$ cat config.mk
export PLATFORM = sky130hd
export DESIGN_NAME = str_renderer
export DESIGN_NICKNAME = d
export VERILOG_FILES = /design/src/include/str_pkg.sv /design/src/logic/str_fifo.sv /design/src/logic/str_renderer.sv /design/src/logic/str_sync.sv
export SDC_FILE = /design/constraint.sdc
export NUM_CORES = 2
export LEC_CHECK = 0
export ABC_AREA = 1
export BUFFER_PORTS_ARGS = -buffer_cell sky130_fd_sc_hd__buf_4
export CAP_MARGIN = 5
export CORE_MARGIN = 3
export CORE_UTILIZATION = 57
export DETAILED_ROUTE_END_ITERATION = 10
export MAX_ROUTING_LAYER = met4
export PLACE_DENSITY_LB_ADDON = 0.05
export SETUP_SLACK_MARGIN = 0.3
export SYNTH_ARGS = -nofsm -noshare
export SYNTH_HDL_FRONTEND = slang
export SYNTH_SLANG_ARGS = --single-unit
$ cat constraint.sdc
create_clock -name CLOCK -period 27 [get_ports CLOCK]
set_input_delay 5.4 -clock CLOCK [delete_from_list [all_inputs] [get_ports CLOCK]]
set_output_delay 5.4 -clock CLOCK [all_outputs]
set_load 0.02 [all_outputs]
$ cat src/include/str_pkg.sv
package str_pkg;
   localparam int CMD_W        = 4;
   localparam int DATA_W       = 16;
   localparam int COORD_W      = 13;
   localparam int ADDR_W       = 26;
   localparam int QUEUE_DEPTH  = 16;
   localparam int QUEUE_MARGIN = 2;

   // Command codes on the host address lines
   localparam logic [3:0] CMD_PTRN = 4'h0;
   localparam logic [3:0] CMD_I    = 4'h1;
   localparam logic [3:0] CMD_Z    = 4'h2;
   localparam logic [3:0] CMD_Y    = 4'h3;
   localparam logic [3:0] CMD_X    = 4'h4;
   localparam logic [3:0] CMD_TRI  = 4'h5;
   localparam logic [3:0] CMD_LINE = 4'h8;
   localparam logic [3:0] CMD_PARM = 4'hd;
   localparam logic [3:0] CMD_AUX  = 4'he;
   localparam logic [3:0] CMD_INIT = 4'hf;

   // Parameter slots written by PARM after AUX
   localparam logic [3:0] P_MODE    = 4'h0;
   localparam logic [3:0] P_XMIN    = 4'h1;
   localparam logic [3:0] P_XMAX    = 4'h2;
   localparam logic [3:0] P_YMIN    = 4'h3;
   localparam logic [3:0] P_YMAX    = 4'h4;
   localparam logic [3:0] P_DI_SPAN = 4'h5;
   localparam logic [3:0] P_DZ_SPAN = 4'h6;
   localparam logic [3:0] P_DI_EDGE = 4'h7;
   localparam logic [3:0] P_DZ_EDGE = 4'h8;
   localparam logic [3:0] P_DXL     = 4'h9;
   localparam logic [3:0] P_DXR     = 4'ha;
   localparam logic [3:0] P_LINE_Y  = 4'hb;
   localparam logic [3:0] P_SCALE   = 4'hc;

   // Mode bits
   localparam int M_FAST      = 0;
   localparam int M_HIDDEN    = 1;
   localparam int M_CONST     = 2;
   localparam int M_SHORT_CAS = 3;

   localparam logic [3:0]  MODE_RST    = 4'h0;
   localparam logic [12:0] WIN_MIN_RST = 13'h0000;
   localparam logic [12:0] WIN_MAX_RST = 13'h1fff;
   localparam logic [6:0]  SCALE_RST   = 7'h01;
   localparam logic [15:0] MASK_ALL    = 16'hffff;

   typedef struct packed {
      logic [3:0]  code;
      logic [15:0] data;
   } str_cmd_s;

   typedef struct packed {
      logic [12:0] x;
      logic [12:0] y;
      logic [15:0] i;
      logic [15:0] z;
      logic [15:0] mask;
      logic        img;
   } str_pix_s;

   typedef enum logic [3:0] {
      ST_IDLE = 4'b0001,
      ST_LINE = 4'b0010,
      ST_SPAN = 4'b0100,
      ST_EDGE = 4'b1000
   } str_state_e;
endpackage

$ cat src/logic/str_fifo.sv
`timescale 1ns/1ps
`default_nettype none
module str_fifo #(
   parameter int WIDTH = 20,
   parameter int DEPTH = 16,
   parameter int CNT_W = $clog2(DEPTH + 1)
) (
   input  wire logic             clk,
   input  wire logic             rst,
   input  wire logic             ce,
   input  wire logic             clr,
   input  wire logic             wr_valid,
   input  wire logic [WIDTH-1:0] wr_data,
   output var  logic             wr_ready,
   output var  logic             rd_valid,
   output var  logic [WIDTH-1:0] rd_data,
   input  wire logic             rd_ready,
   output var  logic [CNT_W-1:0] count
);
   localparam int PW = $clog2(DEPTH);
   logic [WIDTH-1:0] mem [DEPTH];
   logic [PW-1:0]    wp_q;
   logic [PW-1:0]    rp_q;
   logic             push;
   logic             pop;

   if (DEPTH < 2 || (1 << PW) != DEPTH) begin : g_chk
      $error("queue depth must be a power of two");
   end

   assign wr_ready = count != CNT_W'(DEPTH);
   assign rd_valid = count != '0;
   assign rd_data  = mem[rp_q];
   assign push     = ce && wr_valid && wr_ready;
   assign pop      = ce && rd_ready && rd_valid;

   always_ff @(posedge clk) begin
      if (push && !clr) begin
         mem[wp_q] <= wr_data;
      end
   end

   always_ff @(posedge clk or posedge rst) begin
      if (rst) begin
         wp_q  <= '0;
         rp_q  <= '0;
         count <= '0;
      end else if (ce && clr) begin
         wp_q  <= '0;
         rp_q  <= '0;
         count <= '0;
      end else begin
         wp_q  <= wp_q + PW'(push);
         rp_q  <= rp_q + PW'(pop);
         count <= count + CNT_W'(push) - CNT_W'(pop);
      end
   end
endmodule // str_fifo
`default_nettype wire

$ cat src/logic/str_renderer.sv
`timescale 1ns/1ps
`default_nettype none
module str_renderer #(
   parameter int FIFO_DEPTH = str_pkg::QUEUE_DEPTH
) (
   input  wire logic                         CLOCK,
   input  wire logic                         RST,
   input  wire logic                         CE,
   input  wire logic                         SYNC_CLR,
   input  wire logic [str_pkg::CMD_W-1:0]    HOST_CMD,
   input  wire logic [str_pkg::DATA_W-1:0]   HOST_DATA_IN,
   input  wire logic                         HOST_WR_N,
   input  wire logic                         HOST_RD_N,
   output var  logic [str_pkg::DATA_W-1:0]   HOST_DATA_OUT,
   output var  logic                         HOST_DATA_OE,
   output var  logic                         QUEUE_SPACE_FLAG,
   input  wire logic                         HOLD_REQ,
   output var  logic                         BUS_RELEASE_ACK,
   output var  logic                         MEM_OE,
   output var  logic [str_pkg::ADDR_W-1:0]   VRAM_ADDR,
   output var  logic [str_pkg::DATA_W-1:0]   INT_WDATA,
   output var  logic [str_pkg::DATA_W-1:0]   DEPTH_WDATA,
   input  wire logic [str_pkg::DATA_W-1:0]   DEPTH_RDATA,
   output var  logic                         SERIAL_CLK_EN,
   output var  logic                         RAS_N,
   output var  logic                         CAS_N,
   output var  logic                         WE_N,
   output var  logic                         DEPTH_WE_N,
   output var  logic [str_pkg::DATA_W-1:0]   WRITE_MASK,
   output var  logic                         IMAGE_FAST,
   output var  logic                         CAS_DECODE_EN
);
   import str_pkg::*;
   localparam int CNT_W = $clog2(FIFO_DEPTH + 1);

   if (FIFO_DEPTH < 4 || FIFO_DEPTH > 4096) begin : g_chk
      $error("queue depth out of range");
   end

   logic [2:0]       strb_s;
   str_cmd_s         bus_s;
   str_cmd_s         cmd;
   logic             wr_n_q;
   logic             rd_n_q;
   logic             q_valid;
   logic             q_pop;
   logic [CNT_W-1:0] q_count;
   str_state_e       state_q;
   logic             run;
   logic             hold_s;
   logic             pipe_busy;

   // Host pins enter through two flops
   str_sync #(.WIDTH(3), .RST_VAL(3'b011)) u_sync_strb (
      .clk(CLOCK), .rst(RST), .ce(CE),
      .d({HOLD_REQ, HOST_RD_N, HOST_WR_N}), .q(strb_s));
   str_sync #(.WIDTH(CMD_W + DATA_W), .RST_VAL(20'h00000)) u_sync_bus (
      .clk(CLOCK), .rst(RST), .ce(CE),
      .d({HOST_CMD, HOST_DATA_IN}), .q(bus_s));

   assign hold_s = strb_s[2];
   wire wr_fall  = wr_n_q && !strb_s[0];
   wire rd_fall  = rd_n_q && !strb_s[1];
   wire rd_rise  = !rd_n_q && strb_s[1];

   always_ff @(posedge CLOCK or posedge RST) begin
      if (RST) begin
         wr_n_q <= 1'b1;
         rd_n_q <= 1'b1;
      end else if (CE) begin
         wr_n_q <= strb_s[0];
         rd_n_q <= strb_s[1];
      end
   end

   // Command queue, one entry per write strobe while it has room
   str_fifo #(.WIDTH(CMD_W + DATA_W), .DEPTH(FIFO_DEPTH)) u_queue (
      .clk(CLOCK), .rst(RST), .ce(CE), .clr(SYNC_CLR),
      .wr_valid(wr_fall), .wr_data(bus_s), .wr_ready(),
      .rd_valid(q_valid), .rd_data(cmd), .rd_ready(q_pop),
      .count(q_count));

   assign run   = !hold_s;
   assign q_pop = q_valid && state_q == ST_IDLE && run && !SYNC_CLR;

   always_ff @(posedge CLOCK or posedge RST) begin
      if (RST) begin
         QUEUE_SPACE_FLAG <= 1'b1;
      end else if (CE) begin
         QUEUE_SPACE_FLAG <= q_count < CNT_W'(FIFO_DEPTH - QUEUE_MARGIN);
      end
   end

   // Mode and parameter settings
   logic [3:0]  mode_q;
   logic [3:0]  pidx_q;
   logic [12:0] xmin_q, xmax_q, ymin_q, ymax_q, line_y_q;
   logic [15:0] dis_q, dzs_q, die_q, dze_q, dxl_q, dxr_q;
   logic [6:0]  scale_q;

   always_ff @(posedge CLOCK or posedge RST) begin
      if (RST) begin
         mode_q   <= MODE_RST;
         pidx_q   <= 4'h0;
         xmin_q   <= WIN_MIN_RST;
         ymin_q   <= WIN_MIN_RST;
         xmax_q   <= WIN_MAX_RST;
         ymax_q   <= WIN_MAX_RST;
         line_y_q <= WIN_MIN_RST;
         scale_q  <= SCALE_RST;
         {dis_q, dzs_q, die_q, dze_q, dxl_q, dxr_q} <= '0;
      end else if (CE && q_pop) begin
         case (cmd.code)
            CMD_INIT: begin
               mode_q  <= MODE_RST;
               xmin_q  <= WIN_MIN_RST;
               ymin_q  <= WIN_MIN_RST;
               xmax_q  <= WIN_MAX_RST;
               ymax_q  <= WIN_MAX_RST;
               scale_q <= SCALE_RST;
            end
            CMD_AUX: pidx_q <= cmd.data[3:0];
            CMD_PARM: begin
               pidx_q <= pidx_q + 4'h1;
               case (pidx_q)
                  P_MODE:    mode_q <= cmd.data[3:0];
                  P_XMIN:    xmin_q <= cmd.data[12:0];
                  P_XMAX:    xmax_q <= cmd.data[12:0];
                  P_YMIN:    ymin_q <= cmd.data[12:0];
                  P_YMAX:    ymax_q <= cmd.data[12:0];
                  P_DI_SPAN: dis_q <= cmd.data;
                  P_DZ_SPAN: dzs_q <= cmd.data;
                  P_DI_EDGE: die_q <= cmd.data;
                  P_DZ_EDGE: dze_q <= cmd.data;
                  P_DXL:     dxl_q <= cmd.data;
                  P_DXR:     dxr_q <= cmd.data;
                  P_LINE_Y:  line_y_q <= cmd.data[12:0];
                  P_SCALE:   scale_q <= cmd.data[6:0];
                  default:   pidx_q <= pidx_q;
               endcase
            end
            default: pidx_q <= pidx_q;
         endcase
      end
   end

   wire fast   = mode_q[M_FAST];
   wire cshade = mode_q[M_CONST];
   wire [15:0] dis_t = cshade ? 16'h0000 : dis_q;
   wire [15:0] dzs_t = cshade ? 16'h0000 : dzs_q;
   wire [15:0] die_t = cshade ? 16'h0000 : die_q;
   wire [15:0] dze_t = cshade ? 16'h0000 : dze_q;

   // Drawing engine
   logic [12:0] vx_q, vy_q, cx_q, cy_q, xl_q, xr_q, yend_q, lx1_q, ly1_q;
   logic [15:0] vi_q, vz_q, si_q, sz_q, ei_q, ez_q;
   logic signed [14:0] err_q, ldx_q, ldy_q;
   logic        lsx_q, lsy_q;
   logic [5:0]  rep_q;
   str_pix_s    s0_q, s1_q, s2_q;
   logic        s0_v_q, s1_v_q, s2_v_q;

   wire signed [14:0] ddx = $signed({2'b00, cmd.data[12:0]}) - $signed({2'b00, vx_q});
   wire signed [14:0] ddy = $signed({2'b00, line_y_q}) - $signed({2'b00, vy_q});
   wire signed [14:0] adx = ddx < 0 ? -ddx : ddx;
   wire signed [14:0] ady = ddy < 0 ? -ddy : ddy;
   wire signed [15:0] e2  = {err_q, 1'b0};
   wire stx = e2 >= 16'(ldy_q);
   wire sty = e2 <= 16'(ldx_q);
   wire [5:0]  fm1  = scale_q[5:0] - 6'h01;
   wire [12:0] nxl  = xl_q + dxl_q[12:0];

   always_ff @(posedge CLOCK or posedge RST) begin
      if (RST) begin
         state_q <= ST_IDLE;
         {vx_q, vy_q, cx_q, cy_q, xl_q, xr_q, yend_q, lx1_q, ly1_q} <= '0;
         {vi_q, vz_q, si_q, sz_q, ei_q, ez_q} <= '0;
         {err_q, ldx_q, ldy_q, lsx_q, lsy_q, rep_q} <= '0;
         s0_q   <= '0;
         s0_v_q <= 1'b0;
      end else if (CE && SYNC_CLR) begin
         state_q <= ST_IDLE;
         s0_v_q  <= 1'b0;
      end else if (CE) begin
         s0_v_q <= 1'b0;
         s0_q   <= '{x: cx_q, y: cy_q, i: si_q, z: sz_q, mask: MASK_ALL, img: 1'b0};
         case (state_q)
            ST_IDLE: if (q_pop) begin
               case (cmd.code)
                  CMD_X: vx_q <= cmd.data[12:0];
                  CMD_Y: vy_q <= cmd.data[12:0];
                  CMD_I: vi_q <= cmd.data;
                  CMD_Z: vz_q <= cmd.data;
                  CMD_PTRN: begin
                     s0_v_q <= 1'b1;
                     s0_q   <= '{x: vx_q, y: vy_q, i: fast ? MASK_ALL : cmd.data, z: vz_q,
                                 mask: fast ? cmd.data : MASK_ALL, img: 1'b1};
                     if (scale_q[6]) begin
                        vx_q <= vx_q + 13'(fm1) + 13'h0001;
                     end else if (rep_q == fm1) begin
                        vx_q  <= vx_q + 13'h0001;
                        rep_q <= 6'h00;
                     end else begin
                        rep_q <= rep_q + 6'h01;
                     end
                  end
                  CMD_LINE: begin
                     {cx_q, cy_q, si_q, sz_q} <= {vx_q, vy_q, vi_q, vz_q};
                     lx1_q   <= cmd.data[12:0];
                     ly1_q   <= line_y_q;
                     ldx_q   <= adx;
                     ldy_q   <= -ady;
                     err_q   <= adx - ady;
                     lsx_q   <= ddx < 0;
                     lsy_q   <= ddy < 0;
                     state_q <= ST_LINE;
                  end
                  CMD_TRI: begin
                     {cx_q, xl_q, xr_q, cy_q} <= {vx_q, vx_q, vx_q, vy_q};
                     {si_q, ei_q, sz_q, ez_q} <= {vi_q, vi_q, vz_q, vz_q};
                     yend_q  <= cmd.data[12:0];
                     state_q <= ST_SPAN;
                  end
                  default: rep_q <= rep_q;
               endcase
            end
            ST_LINE: if (run) begin
               s0_v_q <= 1'b1;
               if (cx_q == lx1_q && cy_q == ly1_q) begin
                  state_q <= ST_IDLE;
               end else begin
                  err_q <= err_q + (stx ? ldy_q : 15'sd0) + (sty ? ldx_q : 15'sd0);
                  if (stx) cx_q <= lsx_q ? cx_q - 13'h0001 : cx_q + 13'h0001;
                  if (sty) cy_q <= lsy_q ? cy_q - 13'h0001 : cy_q + 13'h0001;
                  si_q <= si_q + dis_q;
                  sz_q <= sz_q + dzs_q;
               end
            end
            ST_SPAN: if (run) begin
               s0_v_q <= 1'b1;
               if (cx_q >= xr_q) begin
                  state_q <= ST_EDGE;
               end else begin
                  cx_q <= cx_q + 13'h0001;
                  si_q <= si_q + dis_t;
                  sz_q <= sz_q + dzs_t;
               end
            end
            ST_EDGE: if (run) begin
               if (cy_q == yend_q) begin
                  state_q <= ST_IDLE;
               end else begin
                  cy_q    <= cy_q + 13'h0001;
                  xl_q    <= nxl;
                  xr_q    <= xr_q + dxr_q[12:0];
                  cx_q    <= nxl;
                  ei_q    <= ei_q + die_t;
                  ez_q    <= ez_q + dze_t;
                  si_q    <= ei_q + die_t;
                  sz_q    <= ez_q + dze_t;
                  state_q <= ST_SPAN;
               end
            end
            default: state_q <= ST_IDLE;
         endcase
      end
   end

   // Pixel pipeline; serial depth read leads the write by two cycles
   always_ff @(posedge CLOCK or posedge RST) begin
      if (RST) begin
         {s1_q, s2_q} <= '0;
         {s1_v_q, s2_v_q, SERIAL_CLK_EN} <= '0;
      end else if (CE && SYNC_CLR) begin
         {s1_v_q, s2_v_q, SERIAL_CLK_EN} <= '0;
      end else if (CE) begin
         SERIAL_CLK_EN <= s0_v_q;
         s1_q   <= s0_q;
         s1_v_q <= s0_v_q;
         s2_q   <= s1_q;
         s2_v_q <= s1_v_q;
      end
   end

   wire in_win = s2_q.x >= xmin_q && s2_q.x <= xmax_q
              && s2_q.y >= ymin_q && s2_q.y <= ymax_q;
   wire z_pass = !mode_q[M_HIDDEN] || s2_q.img || s2_q.z < DEPTH_RDATA;
   wire wr_ok  = s2_v_q && in_win && z_pass;
   wire [25:0] pix_addr = fast ? {s2_q.y, 4'h0, s2_q.x[12:4]} : {s2_q.y, s2_q.x};

   // Memory strobes and data
   always_ff @(posedge CLOCK or posedge RST) begin
      if (RST) begin
         {RAS_N, CAS_N, WE_N, DEPTH_WE_N} <= 4'hf;
         {VRAM_ADDR, INT_WDATA, DEPTH_WDATA} <= '0;
         WRITE_MASK <= MASK_ALL;
      end else if (CE && SYNC_CLR) begin
         {RAS_N, CAS_N, WE_N, DEPTH_WE_N} <= 4'hf;
      end else if (CE) begin
         RAS_N      <= !wr_ok;
         CAS_N      <= !wr_ok;
         WE_N       <= !wr_ok;
         DEPTH_WE_N <= !(wr_ok && !s2_q.img);
         if (wr_ok) begin
            VRAM_ADDR   <= pix_addr;
            INT_WDATA   <= s2_q.i;
            DEPTH_WDATA <= s2_q.z;
            WRITE_MASK  <= fast ? s2_q.mask : MASK_ALL;
         end
      end
   end

   // Bus hand-over and mode outputs
   assign pipe_busy = s0_v_q || s1_v_q || s2_v_q || !RAS_N;

   always_ff @(posedge CLOCK or posedge RST) begin
      if (RST) begin
         BUS_RELEASE_ACK <= 1'b0;
         MEM_OE          <= 1'b0;
         IMAGE_FAST      <= 1'b0;
         CAS_DECODE_EN   <= 1'b1;
      end else if (CE) begin
         BUS_RELEASE_ACK <= hold_s && !pipe_busy;
         MEM_OE          <= !(hold_s && !pipe_busy) && !SYNC_CLR;
         IMAGE_FAST      <= fast;
         CAS_DECODE_EN   <= !fast || mode_q[M_SHORT_CAS];
      end
   end

   // Host status read
   always_ff @(posedge CLOCK or posedge RST) begin
      if (RST) begin
         HOST_DATA_OUT <= 16'h0000;
         HOST_DATA_OE  <= 1'b0;
      end else if (CE) begin
         if (rd_fall) begin
            HOST_DATA_OUT <= {state_q != ST_IDLE || q_valid, BUS_RELEASE_ACK, 14'(q_count)};
            HOST_DATA_OE  <= 1'b1;
         end else if (rd_rise) begin
            HOST_DATA_OE <= 1'b0;
         end
      end
   end
endmodule // str_renderer
`default_nettype wire

$ cat src/logic/str_sync.sv
`timescale 1ns/1ps
`default_nettype none
module str_sync #(
   parameter int               WIDTH   = 1,
   parameter logic [WIDTH-1:0] RST_VAL = '0
) (
   input  wire logic             clk,
   input  wire logic             rst,
   input  wire logic             ce,
   input  wire logic [WIDTH-1:0] d,
   output var  logic [WIDTH-1:0] q
);
   logic [WIDTH-1:0] meta_q;

   always_ff @(posedge clk or posedge rst) begin
      if (rst) begin
         meta_q <= RST_VAL;
         q      <= RST_VAL;
      end else if (ce) begin
         meta_q <= d;
         q      <= meta_q;
      end
   end
endmodule // str_sync
`default_nettype wire

Yosys cells after proc, flatten, opt, wreduce, memory -nomap -nowiden
Memory sizes are Yosys's and may differ from the RTL's.
Index checks and enable logic that the tools add are counted.
- memory bits (writable): 320
- output and inout bits: 101
- memories kept: 1
- bits in registers: 818
- input bits: 43
- bitwise operators: 2
- reductions and logical operators: 87
- $add $sub $neg: 30
- order comparisons: 11
- eq/ne operators: 58
- multiplexer cells: 120
- memory list (memory ; depth ; width ; rd ports ; clocked after memory_dff ; wr ports ; line ; source):
    u_queue.mem ; 16 ; 20 ; 1 ; 0 ; 1 ; str_fifo.sv:21 ; logic [WIDTH-1:0] mem [DEPTH];
- operators with widths (cell ; number):
    $mux W16 ; 27
    $mux W13 ; 29
    $mux W75 ; 3
    $pmux W13 S2 ; 7
    $pmux W16 S4 ; 2
    $mux W15 ; 8
    $add A16 B16 Y16 ; 6
    $pmux W16 S2 ; 2
    $add A13 B1 Y13 const B ; 4
    $pmux W13 S4 ; 1
    $mux W4 ; 12
    $reduce_and A3 Y1 ; 15
    $eq A4 B4 Y1 const B ; 10
    $eq A13 B13 Y1 ; 3
    $ge A13 B13 Y1 ; 3
    $pmux W13 S3 ; 1
    $add A15 B15 Y15 ; 2
    $neg A14 Y15 ; 2
    $pmux W15 S2 ; 1
    $eq A4 B3 Y1 const B ; 7
    $lt A14 B1 Y1 const B ; 2
    $sub A13 B13 Y14 ; 2
    $add A13 B13 Y13 ; 2
    $le A13 B13 Y1 ; 2
    51 further kinds ; 155

Logic depth before layout (Yosys ltp)
- depth after elaboration: 10
- mapped depth: 38

Cells and area by module
A second synthesis with hierarchy kept.
- cells, all modules: 7173
- area total of the unflattened synthesis: 59985.0 um^2
- by module, submodules not included (module ; area each (um^2) ; cells an instance ; instances):
    str_renderer ; 43594.3 ; 5569 ; 1
    str_fifo ; 14576.5 ; 1407 ; 1
    str_sync at u_sync_bus ; 1584.0 ; 171 ; 1
    str_sync at u_sync_strb ; 230.2 ; 26 ; 1

Least setup slack after synthesis
OpenSTA, ideal clock, no wires.
- kind: in2reg
- start: input CE
- end: memory u_queue.mem[0][0] (enable)
- slack: 19511 ps
- data arrival time: 7093 ps
- buffers on the path: 1
- stages: 7
- cell sequence: buf_2 > inv_2 > nor3_1 > nand2_1 > nor2_1 > nand3_1 > nor2_1
- cells in the longest elaborated chain, start to end: 5
- RTL lines (item ; line ; source):
    from (decl) ; str_renderer.sv:8 ; input wire logic CE,
    $logic_and A1 B1 Y1 (2 in a row) ; str_fifo.sv:34 ; assign push = ce && wr_valid && wr_ready;
    $logic_and A1 B1 Y1 ; str_fifo.sv:38 ; if (push && !clr) begin
    $mux W1 ; str_fifo.sv:38 ;
    $mux W1 (implied by the code) ; str_fifo.sv:39 ; mem[wp_q] <= wr_data;
    to (decl) ; str_fifo.sv:21 ;
Every way passes these cells.

Worst setup path after layout
- start: input CE
- end: register ei_q[12]
- cells in the longest elaborated chain, start to end: 3
- RTL lines (item ; line ; source):
    $logic_and A1 B1 Y1 ; str_renderer.sv:181 ; end else if (CE && SYNC_CLR) begin
    $not A1 Y1 (no line) ; - ;
    $reduce_and A7 Y1 (no line) (*) ; - ;
    to (signal assigned) ; str_renderer.sv:220 ; {si_q, ei_q, sz_q, ez_q} <= {vi_q, vi_q, vz_q, vz_q};
    to (signal assigned) ; str_renderer.sv:257 ; ei_q <= ei_q + die_t;
    to (decl) ; str_renderer.sv:156 ; logic [15:0] vi_q, vz_q, si_q, sz_q, ei_q, ez_q;
Every way passes the cells marked *; elsewhere a longest branch is shown, timed or not.
A chain may end at the register's enable or synchronous reset.

==> out/metrics.yaml <==
placed_design:
  gp_congestion: 0.944
  numPortBuffers: 134
  place_area_mm2: 0.0605
  place_ws_ns: 17.17
  hpwl_um: 115000
sta:
  slew_violations: 0
  rsz0062_at_grt: "false"
  worst_pin_slew_ns: 1.30
  fin_crit_sh_pct: 33.7
  setup_viol: 0
  min_period_ns: 9.09
  setup_slack_ns: 17.91
  tns_ns: 0
  report.final.hold_viol_count: 0
  fin_skew_ns: 0.0278
  max_freq_ghz: 0.110
  slew_headroom_pct: 12.8
yosys:
  synth-seq-cells: 1138
  ys_async_sr_fraction_pct: 71.9
  synth_compound_area_share_pct: 15.1
  syn_inst: 6734
  synthMuxAreaShare_pct: 0.175
  synth-adder-area-share_pct: 6.88
  yosys.area_share.simple_pct: 17.9
  yosysSeqAreaShare_pct: 51.4
  ys.flop_type: "dfrtp_1"
  synth_area_mm2: 0.0586
  synth_top_family_by_area: "simple AND/OR/NAND/NOR gates"
  synth-xor-area-share_pct: 1.72
  syn_area_per_cell_um2: 8.71
  synth_edf_count: 320
  yosys_warnings: 0
  ys_types: 72
grt:
  grt_max_degree: 154
  use_met3_pct: 5.13
  grtUsageMet2_pct: 51.7
  grt_pass1_vias: 44700
  antenna_found_initial: 4
  use_met1_pct: 44.2
  top_usage_layer: "met2"
  grt_pass1_wl_um: 264000
  overflow: 0
  grt_usage_pct: 32.9
cts:
  post_cts_resize_count: 0
  clkLatencyLatePin_ns: 0.74
  cts_tree: "yes"
  clkSinkCount: 1138
  cts_buffers: 119
  cts_setup_buffers: 0
  cts_buffer_depth: 3
  ctsHoldBuffers: 0
  clk_pin_slew_worst_paths_ns: 0.06
  htree_levels: 3
  cts-root-buf: "clkbuf_16"
pwr:
  power.total_w: 0.00778
  power_frac_clock_pct: 22.0
  switching_share_pct: 44.5
  vdd_drop_max_v: 0.000180
  seqPwrFrac_pct: 31.1
  powerDensity_mw_per_mm2: 120
  share_comb_of_total_power_pct: 46.9
  internal_power_w: 0.00431
  leakage_nw: 30.1
  p_sw_w: 0.00347
final_layout:
  fin_area_mm2: 0.0647
  nets: 7078
  layout-drive-gt1-share_pct: 8.14
  multiInputGateArea_mm2: 0.0247
  syn2layout_area_growth_pct: 10.3
  final_common_cell: "nand2_1"
  final_cell_mix: "nand2_1, o21ai_0, dfrtp_1"
  seqCellArea_mm2: 0.0302
  fillers: 8823
route:
  vias: 47400
  drt_wl_total_um: 171000
  drt-initial-drc-count: 4669
  vias_per_cell: 5.78
  route.detailed.wl_per_inst_um: 20.9
  firstDrtPassIters: 6
  drc_errors: 0
  detail-route-antenna-nets: 0
die:
  die_h_um: 327
  rows: 117
  initial_core_util_pct: 57.5
  die_x_um: 327
  core_area_mm2: 0.102
  ios: 144
  dieArea_mm2: 0.107
critical_path:
  cp_slowest_cell: "buf_4"
  crit_fanout: 145
  path_buf_inv: 7
  critPathLaunchType: "input pin"
  crit_family: "buffers and inverters"
  worstSetupPathType: "in2reg"
  arrival_ns: 9.71
  slowest_delay_ns: 0.76
  cpMostUsedCell: "buf_4"
  crit_chain: "buf_4 > inv_2 > nor2_4 > inv_8 > buf_4 > nor2_1 > inv_1 > nor2_1 > nand2_1 > inv_2 > buf_4 > o221ai_1 > o21a_1"
  crit_required_ns: 27.61
  end_kind: "flop"
outcome:
  outcome: "complete, no violations"
run:
  max_cap_viol_count: 0
min_path:
  holdCritPathClass: "reg2reg"
-- Yosys cell counts, types with 9 or more instances --
cell type / number / area, um^2
buf_2: 62 / 310
o21ai_0: 802 / 4010
fa_1: 26 / 521
or2_2: 27 / 169
a21o_1: 16 / 120
o21ai_1: 146 / 731
a21oi_1: 345 / 1730
a32oi_1: 16 / 140
nor3_1: 48 / 240
o31ai_1: 17 / 128
nand3_1: 255 / 1280
inv_1: 638 / 2390
dfstp_2: 54 / 1420
dfrtp_1: 764 / 19100
o2111ai_1: 9 / 78.8
clkbuf_1: 218 / 818
xor2_1: 83 / 727
nand2_2: 9 / 56.3
ha_1: 281 / 3520
o221ai_1: 64 / 561
nor2_1: 541 / 2030
edfxtp_1: 320 / 9610
o211ai_1: 45 / 338
inv_2: 20 / 75.1
xnor2_1: 32 / 280
buf_1: 12 / 45.0
a31oi_1: 63 / 394
nor2_2: 10 / 62.6
o22ai_1: 33 / 206
nand4_1: 62 / 388
buf_4: 24 / 180
buf_6: 9 / 101
nand2_1: 1574 / 5910
-- layer usage --
metal  share of wire [%]  wire length [um]  vias to the layer above
met3                 6.8             11600                      351
met1                  43             73800                    22900
met5                   0                 0                        -
li1                    -                 -                    22600
met2                  47             80200                     1634
met4                 3.4              5830                        0
-- stage by stage --
step	utilization, %	hold slack [ns]	instances
finish	63.5	0.463	8206
global placement	59.4	0.451	7975
global route	63.5	0.474	8206
floorplan	-	0.442	6742
detailed placement	59.4	0.453	7975
CTS	63.5	0.462	8200
-- area by class of cell --
type / instances / area share, %
Antenna cell: 6 / 0.0232
Clock buffer: 172 / 5.37
Clock inverter: 53 / 1.01
Inverter: 662 / 3.87
Multi-Input combinational cell: 4617 / 38.2
Sequential cell: 1138 / 46.6
Tap cell: 1368 / 2.65
Timing Repair Buffer: 190 / 2.23
-- flip-flops by register name, indices dropped and copies added, names as in the netlist, 20 cells and up --
signal             flops
u_sync_bus.q          20
s0_q                  75
VRAM_ADDR             26
s1_q                  75
s2_q                  75
u_queue.mem          320
u_sync_bus.meta_q     20
-- worst paths after layout --
check	startpoint	to	slack (ns)	cells past startpoint
worst max-delay path	CE	ei_q[12]$_DFFE_PP0P_	17.91	13
worst max register to register	u_queue.rp_q[0]$_DFF_PP0_	err_q[14]$_DFFE_PP0P_	18.85	31
worst min register to register	u_sync_strb.meta_q[1]$_DFFE_PP1P_	u_sync_strb.meta_q[1]$_DFFE_PP1P_	0.46	2
min in group asynchronous	RST	INT_WDATA[0]$_DFFE_PP0P_	4.83	2
worst min-delay path	u_sync_strb.meta_q[1]$_DFFE_PP1P_	u_sync_strb.meta_q[1]$_DFFE_PP1P_	0.46	2
max in group asynchronous	RST	ldy_q[4]$_DFFE_PP0P_	18.24	6
-- logic make-up (layout without fill, tap and decap cells) --
| group | after synthesis | count (layout) |
|---|---|---|
| AO/OA/AOI/OAI | 1608 | 1608 |
| buffers and inverters | 987 | 1077 |
| AND/OR/NAND/NOR | 2568 | 2568 |
| flip-flops | 1138 | 1138 |
| multiplexers | 10 | 10 |
| adder cells (fa/ha/maj) | 307 | 307 |
| XOR/XNOR | 115 | 115 |
| other | 1 | 15 |
-- worst reg2reg max path: cells and delay by family (launching register included) --
family,cells,cell delay (ns)
AO/OA/AOI/OAI,12,2.68
adder cells (fa/ha/maj),2,0.86
buffers and inverters,4,1.85
flip-flops,1,0.70
AND/OR/NAND/NOR,13,1.94
-- power groups by stage --
stage	logic, W	registers, W	clock network, W
2_1_floorplan	0.00266	0.00232	0
3_3_place_gp	0.00352	0.00243	0
3_5_place_dp	0.00359	0.00244	0
4_1_cts	0.00361	0.00241	0.00173
5_1_grt	0.00412	0.00245	0.00180
6_report	0.00365	0.00242	0.00172
Note: power is estimated with default switching activity, not from simulation.
